<file path="config.mk">
export PLATFORM = sky130hd
export DESIGN_NAME = wwd_top
export DESIGN_NICKNAME = d
export VERILOG_FILES = /design/src/inc/wwd_pkg.sv /design/src/verilog/wwd_tick_gen.sv /design/src/verilog/wwd_irq.sv /design/src/verilog/wwd_top.sv
export SDC_FILE = /design/constraint.sdc
export NUM_CORES = 1
export LEC_CHECK = 0
export ABC_AREA = 0
export BUFFER_PORTS_ARGS = -buffer_cell sky130_fd_sc_hd__buf_2
export CORE_ASPECT_RATIO = 1.5
export CORE_MARGIN = 2
export CORE_UTILIZATION = 45
export DETAILED_ROUTE_END_ITERATION = 8
export GPL_TIMING_DRIVEN = 0
export HOLD_SLACK_MARGIN = 0.08
export PLACE_DENSITY_LB_ADDON = 0.05
export SETUP_SLACK_MARGIN = 0.3
export SLEW_MARGIN = 20
export SYNTH_ARGS = -nofsm -noshare
export SYNTH_HDL_FRONTEND = slang
export SYNTH_HIERARCHICAL = 1
export SYNTH_SLANG_ARGS = --single-unit
</file>
<file path="constraint.sdc">
create_clock -name i_clk -period 5.3 [get_ports i_clk]
set_input_delay 1.59 -clock i_clk [delete_from_list [all_inputs] [get_ports i_clk]]
set_output_delay 1.59 -clock i_clk [all_outputs]
set_load 0.005 [all_outputs]
</file>
<file path="src/inc/wwd_pkg.sv">
// Purpose: constants and types shared by the window watchdog design
// Assumes: 32-bit register port, one clock
// Notes: byte offsets on a word-aligned map
package wwd_pkg;
  localparam int unsigned WWD_CLK_HZ = 50000000;
  localparam int unsigned WWD_ADDR_W = 8;
  localparam logic [7:0] WWD_OFS_CONTROL = 8'h00;
  localparam logic [7:0] WWD_OFS_CONFIG = 8'h04;
  localparam logic [7:0] WWD_OFS_STATUS = 8'h08;
  localparam logic [7:0] WWD_OFS_IRQ_EN = 8'h0C;
  localparam logic [7:0] WWD_OFS_IRQ_CLR = 8'h10;
  localparam int unsigned WWD_RUN_BIT = 7;
  localparam int unsigned WWD_DIV_LO = 7;
  localparam int unsigned WWD_EARLY_WARNING_IRQ_ENABLE_BIT = 9;
  localparam int unsigned WWD_EARLY_WARNING_FLAG_BIT = 0;
  localparam logic [6:0] WWD_CNT_RESET = 7'h7F;
  localparam logic [6:0] WWD_WIN_RESET = 7'h7F;
  localparam logic [6:0] WWD_CNT_WARN = 7'h40;
  localparam logic [6:0] WWD_CNT_TRIP = 7'h3F;
  localparam int unsigned WWD_BASE_DIV = 4096;
  localparam logic [11:0] WWD_BASE_LAST = 12'hFFF;

  typedef enum logic [1:0] {WWD_DIV1, WWD_DIV2, WWD_DIV4, WWD_DIV8} wwd_div_e;

  typedef struct packed {
    logic [WWD_ADDR_W-1:0] addr;
    logic [31:0] wdata;
    logic wr;
    logic rd;
  } wwd_bus_s;
endpackage : wwd_pkg

</file>
<file path="src/verilog/wwd_tick_gen.sv">
// Purpose: time base for the countdown, clock / 4096 / (1,2,4,8)
// Assumes: i_run held high while counting is allowed
// Notes: o_tick is a one-cycle pulse
`timescale 1ns/1ps
`default_nettype none
module wwd_tick_gen
  import wwd_pkg::*;
(
  // clock and reset
  input wire logic i_clk,
  input wire logic i_reset_n,
  // control
  input wire logic i_run,
  input wire wwd_div_e i_div,
  // tick
  output logic o_tick
);
  logic [11:0] base_reg;
  logic [2:0] post_reg;
  logic [2:0] post_last;
  logic base_wrap;

  assign base_wrap = (base_reg == WWD_BASE_LAST);

  always_comb begin
    unique case (i_div)
      WWD_DIV1: post_last = 3'h0;
      WWD_DIV2: post_last = 3'h1;
      WWD_DIV4: post_last = 3'h3;
      WWD_DIV8: post_last = 3'h7;
    endcase
  end

  // divide by 4096 first
  always_ff @(posedge i_clk) begin
    if (!i_reset_n) begin
      base_reg <= 12'h000;
    end else if (i_run) begin
      base_reg <= base_reg + 12'h001;
    end
  end

  // then by the selected power of two
  always_ff @(posedge i_clk) begin
    if (!i_reset_n) begin
      post_reg <= 3'h0;
      o_tick <= 1'b0;
    end else begin
      o_tick <= 1'b0;
      if (i_run && base_wrap) begin
        if (post_reg >= post_last) begin
          post_reg <= 3'h0;
          o_tick <= 1'b1;
        end else begin
          post_reg <= post_reg + 3'h1;
        end
      end
    end
  end
endmodule : wwd_tick_gen
`default_nettype wire

</file>
<file path="src/verilog/wwd_irq.sv">
// Purpose: sticky event status, enable and clear for one interrupt line
// Assumes: i_set is a one-cycle event pulse
// Notes: set wins over a clear in the same cycle
`timescale 1ns/1ps
`default_nettype none
module wwd_irq
  import wwd_pkg::*;
(
  // clock and reset
  input wire logic i_clk,
  input wire logic i_reset_n,
  // event and software access
  input wire logic i_set,
  input wire logic i_clr,
  input wire logic i_en,
  // state
  output logic o_flag,
  output logic o_irq
);
  always_ff @(posedge i_clk) begin
    if (!i_reset_n) begin
      o_flag <= 1'b0;
    end else if (i_set) begin
      o_flag <= 1'b1;
    end else if (i_clr) begin
      o_flag <= 1'b0;
    end
  end

  always_ff @(posedge i_clk) begin
    if (!i_reset_n) begin
      o_irq <= 1'b0;
    end else begin
      o_irq <= i_en && (o_flag || i_set);
    end
  end
endmodule : wwd_irq
`default_nettype wire

</file>
<file path="src/verilog/wwd_top.sv">
// Purpose: window watchdog with 7-bit down-counter and early warning
// Assumes: register port strobes are one cycle, never both at once
// Notes: reset request is a one-cycle pulse on o_sys_reset_req
//
// Functional notes
// - reset request when running counter steps from 0x40 to 0x3F
// - reset request when counter written while above window limit
// - stopped after reset; no counting or resets until run bit set
// - run bit 7 is set-only; zero writes ignored; reset clears it
// - running counter decrements every tick, even after a reset condition
// - tick is clock / 4096 / 1,2,4,8 by divider select bits 8:7
// - early-warning flag set by hardware at 0x40, regardless of enable
// - writing zero clears early-warning flag; writing one keeps it
// - enabled early-warning interrupt asserts when counter reaches 0x40
// - early-warning enable bit 9 set-only; hardware or soft reset clears
// - window limit lives in config bits 6:0
// - countdown field reads live counter; write loads new value
// - debug freeze select plus core halt stops counting
// - control and config reset to 0x7F
`timescale 1ns/1ps
`default_nettype none
module wwd_top
  import wwd_pkg::*;
(
  // clock and resets
  input wire logic i_clk,
  input wire logic i_reset_n,
  input wire logic i_soft_reset,
  // register port
  input wire logic [WWD_ADDR_W-1:0] i_addr,
  input wire logic [31:0] i_wdata,
  input wire logic i_wr,
  input wire logic i_rd,
  output logic [31:0] o_rdata,
  // debug
  input wire logic i_debug_freeze_select,
  input wire logic i_core_halted,
  // outputs
  output logic o_sys_reset_req,
  output logic o_irq
);
  wwd_bus_s bus;
  logic run_reg;
  logic [6:0] cnt_reg;
  logic [6:0] win_reg;
  wwd_div_e div_reg;
  logic early_warning_irq_enable_reg;
  logic irq_en_reg;
  logic tick;
  logic counting;
  logic flag;
  logic ew_irq;
  logic wr_ctl;
  logic wr_cfg;
  logic wr_stat;
  logic wr_clr;
  logic step_trip;
  logic bad_refresh;
  logic reach_warn;
  logic soft_ok_n;

  // bus is an argument so continuous assignments re-evaluate on its changes
  function automatic logic hit(input wwd_bus_s b,
                               input logic [WWD_ADDR_W-1:0] ofs);
    hit = b.wr && (b.addr == ofs);
  endfunction : hit

  assign bus = '{addr: i_addr, wdata: i_wdata, wr: i_wr, rd: i_rd};
  assign wr_ctl = hit(bus, WWD_OFS_CONTROL);
  assign wr_cfg = hit(bus, WWD_OFS_CONFIG);
  assign wr_stat = hit(bus, WWD_OFS_STATUS);
  assign wr_clr = hit(bus, WWD_OFS_IRQ_CLR);
  assign soft_ok_n = i_reset_n && !i_soft_reset;

  // freeze only when both debug select and halt are present
  assign counting = run_reg && !(i_debug_freeze_select && i_core_halted);

  wwd_tick_gen u_tick (
    .i_clk(i_clk),
    .i_reset_n(i_reset_n),
    .i_run(counting),
    .i_div(div_reg),
    .o_tick(tick)
  );

  assign step_trip = counting && tick && !wr_ctl && (cnt_reg == WWD_CNT_WARN);
  assign bad_refresh = run_reg && wr_ctl && (cnt_reg > win_reg);
  assign reach_warn = counting && tick && !wr_ctl
    && (cnt_reg == WWD_CNT_WARN + 7'h01);

  // run bit: set-only
  always_ff @(posedge i_clk) begin
    if (!soft_ok_n) begin
      run_reg <= 1'b0;
    end else if (wr_ctl && bus.wdata[WWD_RUN_BIT]) begin
      run_reg <= 1'b1;
    end
  end

  // counter: software load beats a tick in the same cycle
  always_ff @(posedge i_clk) begin
    if (!soft_ok_n) begin
      cnt_reg <= WWD_CNT_RESET;
    end else if (wr_ctl) begin
      cnt_reg <= bus.wdata[6:0];
    end else if (counting && tick) begin
      cnt_reg <= cnt_reg - 7'h01;
    end
  end

  // configuration: window, divider, set-only early-warning enable
  always_ff @(posedge i_clk) begin
    if (!soft_ok_n) begin
      win_reg <= WWD_WIN_RESET;
      div_reg <= WWD_DIV1;
      early_warning_irq_enable_reg <= 1'b0;
    end else if (wr_cfg) begin
      win_reg <= bus.wdata[6:0];
      div_reg <= wwd_div_e'(bus.wdata[WWD_DIV_LO+1:WWD_DIV_LO]);
      if (bus.wdata[WWD_EARLY_WARNING_IRQ_ENABLE_BIT]) begin
        early_warning_irq_enable_reg <= 1'b1;
      end
    end
  end

  // gate for the summary interrupt line
  always_ff @(posedge i_clk) begin
    if (!soft_ok_n) begin
      irq_en_reg <= 1'b0;
    end else if (hit(bus, WWD_OFS_IRQ_EN)) begin
      irq_en_reg <= bus.wdata[WWD_EARLY_WARNING_FLAG_BIT];
    end
  end

  wwd_irq u_irq (
    .i_clk(i_clk),
    .i_reset_n(soft_ok_n),
    .i_set(reach_warn),
    .i_clr((wr_stat && !bus.wdata[WWD_EARLY_WARNING_FLAG_BIT])
      || (wr_clr && bus.wdata[WWD_EARLY_WARNING_FLAG_BIT])),
    .i_en(early_warning_irq_enable_reg && irq_en_reg),
    .o_flag(flag),
    .o_irq(ew_irq)
  );

  // one pulse per detected condition
  always_ff @(posedge i_clk) begin
    if (!soft_ok_n) begin
      o_sys_reset_req <= 1'b0;
    end else begin
      o_sys_reset_req <= step_trip || bad_refresh;
    end
  end

  always_ff @(posedge i_clk) begin
    if (!soft_ok_n) begin
      o_irq <= 1'b0;
    end else begin
      o_irq <= ew_irq;
    end
  end

  // read data stand one cycle after the strobe only
  always_ff @(posedge i_clk) begin
    if (!i_reset_n) begin
      o_rdata <= 32'h0000_0000;
    end else if (bus.rd) begin
      unique case (bus.addr)
        WWD_OFS_CONTROL: o_rdata <= {24'h00_0000, run_reg, cnt_reg};
        WWD_OFS_CONFIG: o_rdata <= {22'h00_0000, early_warning_irq_enable_reg, div_reg, win_reg};
        WWD_OFS_STATUS: o_rdata <= {31'h0000_0000, flag};
        WWD_OFS_IRQ_EN: o_rdata <= {31'h0000_0000, irq_en_reg};
        default: o_rdata <= 32'h0000_0000;
      endcase
    end else begin
      o_rdata <= 32'h0000_0000;
    end
  end
endmodule : wwd_top
`default_nettype wire

</file>
* Word level (Yosys, flattened, before mapping) *
Cells that the tools add are included.
Widths: inputs -> output; s select.

cells by class
  add/subtract/negate cells = 3
  order comparisons = 2
  eq/ne operators = 10
  mux-type cells = 8
  reductions and logical operators = 34

operator list
  cell                   count
  $pmux 10 s4            1
  $logic_and 1x1->1      20
  $eq 8x4->1 const B     2
  $eq 7x7->1 const B     2
  $mux 7                 2
  $add 12x1->12 const B  1
  $eq 12x12->1 const B   1
  $pmux 3 s4             1
  $eq 8x3->1 const B     1
  $eq 8x5->1 const B     1
  $logic_not 8->1        1
  $gt 7x7->1             1
  $sub 7x1->7 const B    1
  $reduce_and 2->1       3
  $eq 2x2->1 const B     2
  $logic_not 1->1        4
  $reduce_bool 2->1      2
  $add 3x1->3 const B    1
  $ge 3x3->1             1
  $logic_or 1x1->1       3
  $mux 1                 3
  $mux 3                 1
  $eq 2x1->1 const B     1
  $logic_not 2->1        1

word-level totals
  register bits = 71
  bits of input ports = 47
  word-level logic and storage cells = 71

* Longest topological paths before layout *
  word-level depth = 8
  mapped depth = 7
  mapped depth without buffers = 7

* Cells and area by module *
The synthesis kept the hierarchy.

modules (own cells, without submodules)
  module        times used  cells each  area each (µm²)  sequential area each (µm²)
  wwd_top       1           194         1,710.4          620.6
  wwd_tick_gen  1           86          823.3            320.3
  wwd_irq       1           5           63.8             40.0

* Worst setup path before layout *
OpenSTA, ideal clock, no wires.

  path type = in2reg
  start point = in i_addr[6]
  end point = reg u_irq.o_flag
  library setup time = 0.115 ns
  data arrival time = 3.069 ns
  required time = 5.185 ns
  path slack = 2.116 ns
  cell stages on the path = 5
  buffers on the path = 0
  cell sequence = or4_4 -> or4b_2 -> a21oi_1 -> nor2b_1 -> o21a_1

on the way
  word-level cells in the longest chain between the ends = 6
  elaborated cells between the ends (all ways) = 14
  those cells by class = eq/ne (2); mux (1); reduce/logical (11)

ends and longest elaborated chain
  item                                         line           RTL
  from (decl)                                  wwd_top.sv:30  input wire logic [WWD_ADDR_W-1:0] i_addr,
  $logic_not 8->1                              wwd_top.sv:65  hit = b.wr && (b.addr == ofs);
  $logic_and 1x1->1                            wwd_top.sv:65
  $logic_not 1->1                              wwd_top.sv:88  assign reach_warn = counting && tick && !wr_ctl
  $logic_and 1x1->1                            wwd_top.sv:88
  $logic_and 1x1->1                            wwd_top.sv:89  && (cnt_reg == WWD_CNT_WARN + 7'h01);
  $mux 1 or $reduce_bool 2->1 (tied branches)  -
  to (signal assigned)                         wwd_irq.sv:22  o_flag <= 1'b0;
  to (signal assigned)                         wwd_irq.sv:24  o_flag <= 1'b1;
  to (signal assigned)                         wwd_irq.sv:26  o_flag <= 1'b0;
  to (decl)                                    wwd_irq.sv:17  output logic o_flag,

Parallel ways exist; a longest one is shown, timed or not.
A chain may end at the register's enable or synchronous reset.

* Worst setup path in the final report *
  start point = in i_addr[6]
  end point = reg win_reg[5]

on the way
  word-level cells in the longest chain between the ends = 2

ends and longest elaborated chain
  item                  line            RTL
  $eq 8x3->1            wwd_top.sv:65
  $logic_and 1x1->1     wwd_top.sv:65
  to (signal assigned)  wwd_top.sv:118  win_reg <= bus.wdata[6:0];
  to (decl)             wwd_top.sv:45   logic [6:0] win_reg;

Every way passes these cells.

==> qor.yml <==
met1_length_mm: 2.09
drc: 0
setup_tns_ns: 0
max_stage_delay_ns: 0.54
grt_overflow: 0
final_area_mm2: 0.00304
dr_wl_met3_um: 188
crit_family: "simple AND/OR/NAND/NOR gates"
finalHoldViolCount: 0
route.met2.wl_mm: 2.68
wl_mm: 5.01
power.leakage_nw: 1.46
relSlewSlack_pct: 53.7
drive_gt1_share_pct: 23.8
ctsLongestPathBuffers: 2
io_buffer_count: 35
die_x_um: 66.0
ir_drop_mv: 0.129
cts_tree: "built"
period_minus_slack_ns: 3.15
place_area_mm2: 0.00294
ys_warn_count: 6
grt_pass1_vias: 1911
drv_slew: 0
postCtsSetupBuffers: 0
ctsResizeCount: 0
core.rowCount: 33
min_path_type: "reg -> reg"
yosys.cell_types.count: 49
cp.depth: 6
fin_nets: 410
critPathCaptureType: "register"
antenna_found_initial: 0
track_usage_pct: 16.6
max_cap_violations: 0
final_util_pct: 55.0
htree_levels: 2
cts.sinks: 49
whs_path_depth: 1
path_cells: "buf_2 -> or4_4 -> or3_4 -> nor3_4 -> buf_6 -> o211ai_1"
wl_per_cell_um: 12.0
final-seq-area_um2: 981
grt_pass1_wl_mm: 8.46
multi_input_area_mm2: 0.00143
cp_max_fo: 10
setup_viol: 0
syn_area_mm2: 0.00260
path_clk_slew_ns: 0.09
clock_latency_ns: 0.30
core-area_mm2: 0.00553
synth_ff_type: "dfxtp_1"
ys_ff_latch: 49
largest_reg_flops: 12
p_per_area_mw_per_mm2: 214
r2r_cells: 5
die-area_mm2: 0.00641
crit_type: "in -> reg"
antennaDiodeCount: 0
hpwl_mm: 3.87
hold_buffers: 0
syn_area_per_cell_um2: 9.11
root_buffer: "clkbuf_8"
place_congestion: 0.860
syn-instance-count: 285
cp_slowest_cell: "or4_4"
via_count: 2015
start_kind: "input pin"
nFillCells: 554
die_h_um: 97.1
fin_skew_ns: 0.00375
arrival_ns: 3.30
period_share_pct: 59.4
cp.required_ns: 5.45
top_layer: "met4"
cts_buffers: 5
io_pins: 81
status: "finished clean"
initial_utilization_pct: 46.9
max_slew.worst_pin.slew_ns: 0.695
first_iter_violations: 100
via_per_inst: 4.81
area_delta_synth_final_pct: 17.1
synth.yosys.seq_area_share_pct: 37.8
dr.pass1.iters: 4
drt.antenna.violating_nets: 0
rrSetupSlack_ns: 3.16
async_flop_share_pct: 0
rsz0062_at_grt: "no"
timing.critical_path.buf_inv: 2
timing.hold.ws_ns: 0.435
synth_edf_count: 0
grt_max_degree: 15
clock.fmax_mhz: 318
[final timing paths]
| check | from | end |
|---|---|---|
| worst min-delay path | u_irq/o_irq | o_irq |
| worst min register to register | u_irq/o_irq | o_irq |
| worst max-delay path | i_addr[6] | win_reg[5] |
| worst max register to register | run_reg | u_tick/post_reg[2] |
[per-layer routing]
| layer | vias to the layer above | track usage (%) |
|---|---|---|
| met2 | 39 | 30.9 |
| met1 | 918 | 18.4 |
| met3 | 4 | 3.24 |
| met5 | - | 0 |
| met4 | 0 | 4.71 |
| li1 | 1054 | - |
[logic make-up (layout without fill, tap and decap cells)]
family                     after synthesis  in the layout  synth area share (%)
and+or+nand+nor                        110            110                  24.7
DFF                                     49             49                  37.8
buffers and inverters                   45             88                  10.2
AOI/OAI and AO/OA                       36             36                  9.06
adders and majority gates               15             15                  7.23
xor gates and xnor gates                15             15                  5.06
muxes                                   14             14                  5.88
other                                    1             22                 0.144
[final cells by class]
class | instances | area share, %
Multi-Input combinational cell | 212 | 47.0
Tap cell | 70 | 2.88
Inverter | 15 | 1.85
Sequential cell | 49 | 32.3
Clock inverter | 1 | 0.165
Timing Repair Buffer | 35 | 5.76
Clock buffer | 7 | 3.17
Buffer | 30 | 6.87
[metrics by stage]
stage / instances / power, mW / setup WS (ns)
final: 419 / 0.650 / 2.15
after global routing: 419 / 0.679 / 2.09
after CTS: 419 / 0.660 / 2.14
after detailed placement: 411 / 0.420 / 1.83
after global placement: 411 / 0.420 / 1.81
after floorplan: 306 / 0.404 / 2.12
[synthesized netlist by cell type, drive strengths merged, types with 4 or more instances]
cell    instances  area [µm²]
dfxtp          49         981
nand2          30         113
buf            28         201
ha             15         188
inv            15        56.3
nor2           15        56.3
mux2i          13         130
a21oi          11        55.1
and2           11        68.8
xnor2          11        96.3
nand4           9        77.6
nand3           8        40.0
nor3            8        56.3
o211ai          8        60.1
a21boi          6        48.8
o21ai           6        30.0
nor2b           5        31.3
or3             5        36.3
nand2b          4        25.0
xor2            4        35.0
[report_power, final]
| part | switching (mW) | internal (mW) |
|---|---|---|
| combinational | 0.0210 | 0.0223 |
| clock | 0.120 | 0.118 |
| sequential | 0.000106 | 0.368 |
[layout by cell type, fill, tap and decap left out, drive strengths merged, types with 5 or more instances in the layout]
| cell type | count |
|---|---|
| a21boi | 6 |
| nor3 | 8 |
| dfxtp | 49 |
| nor2 | 15 |
| nor2b | 5 |
| inv | 15 |
| or3 | 5 |
| clkbuf | 9 |
| a21oi | 11 |
| and2 | 11 |
| buf | 63 |
| o21ai | 6 |
| mux2i | 13 |
| nand2 | 30 |
| ha | 15 |
| conb | 22 |
| o211ai | 8 |
| xnor2 | 11 |
| nand3 | 8 |
| nand4 | 9 |
No activity file was read; power rests on OpenSTA's default activity.
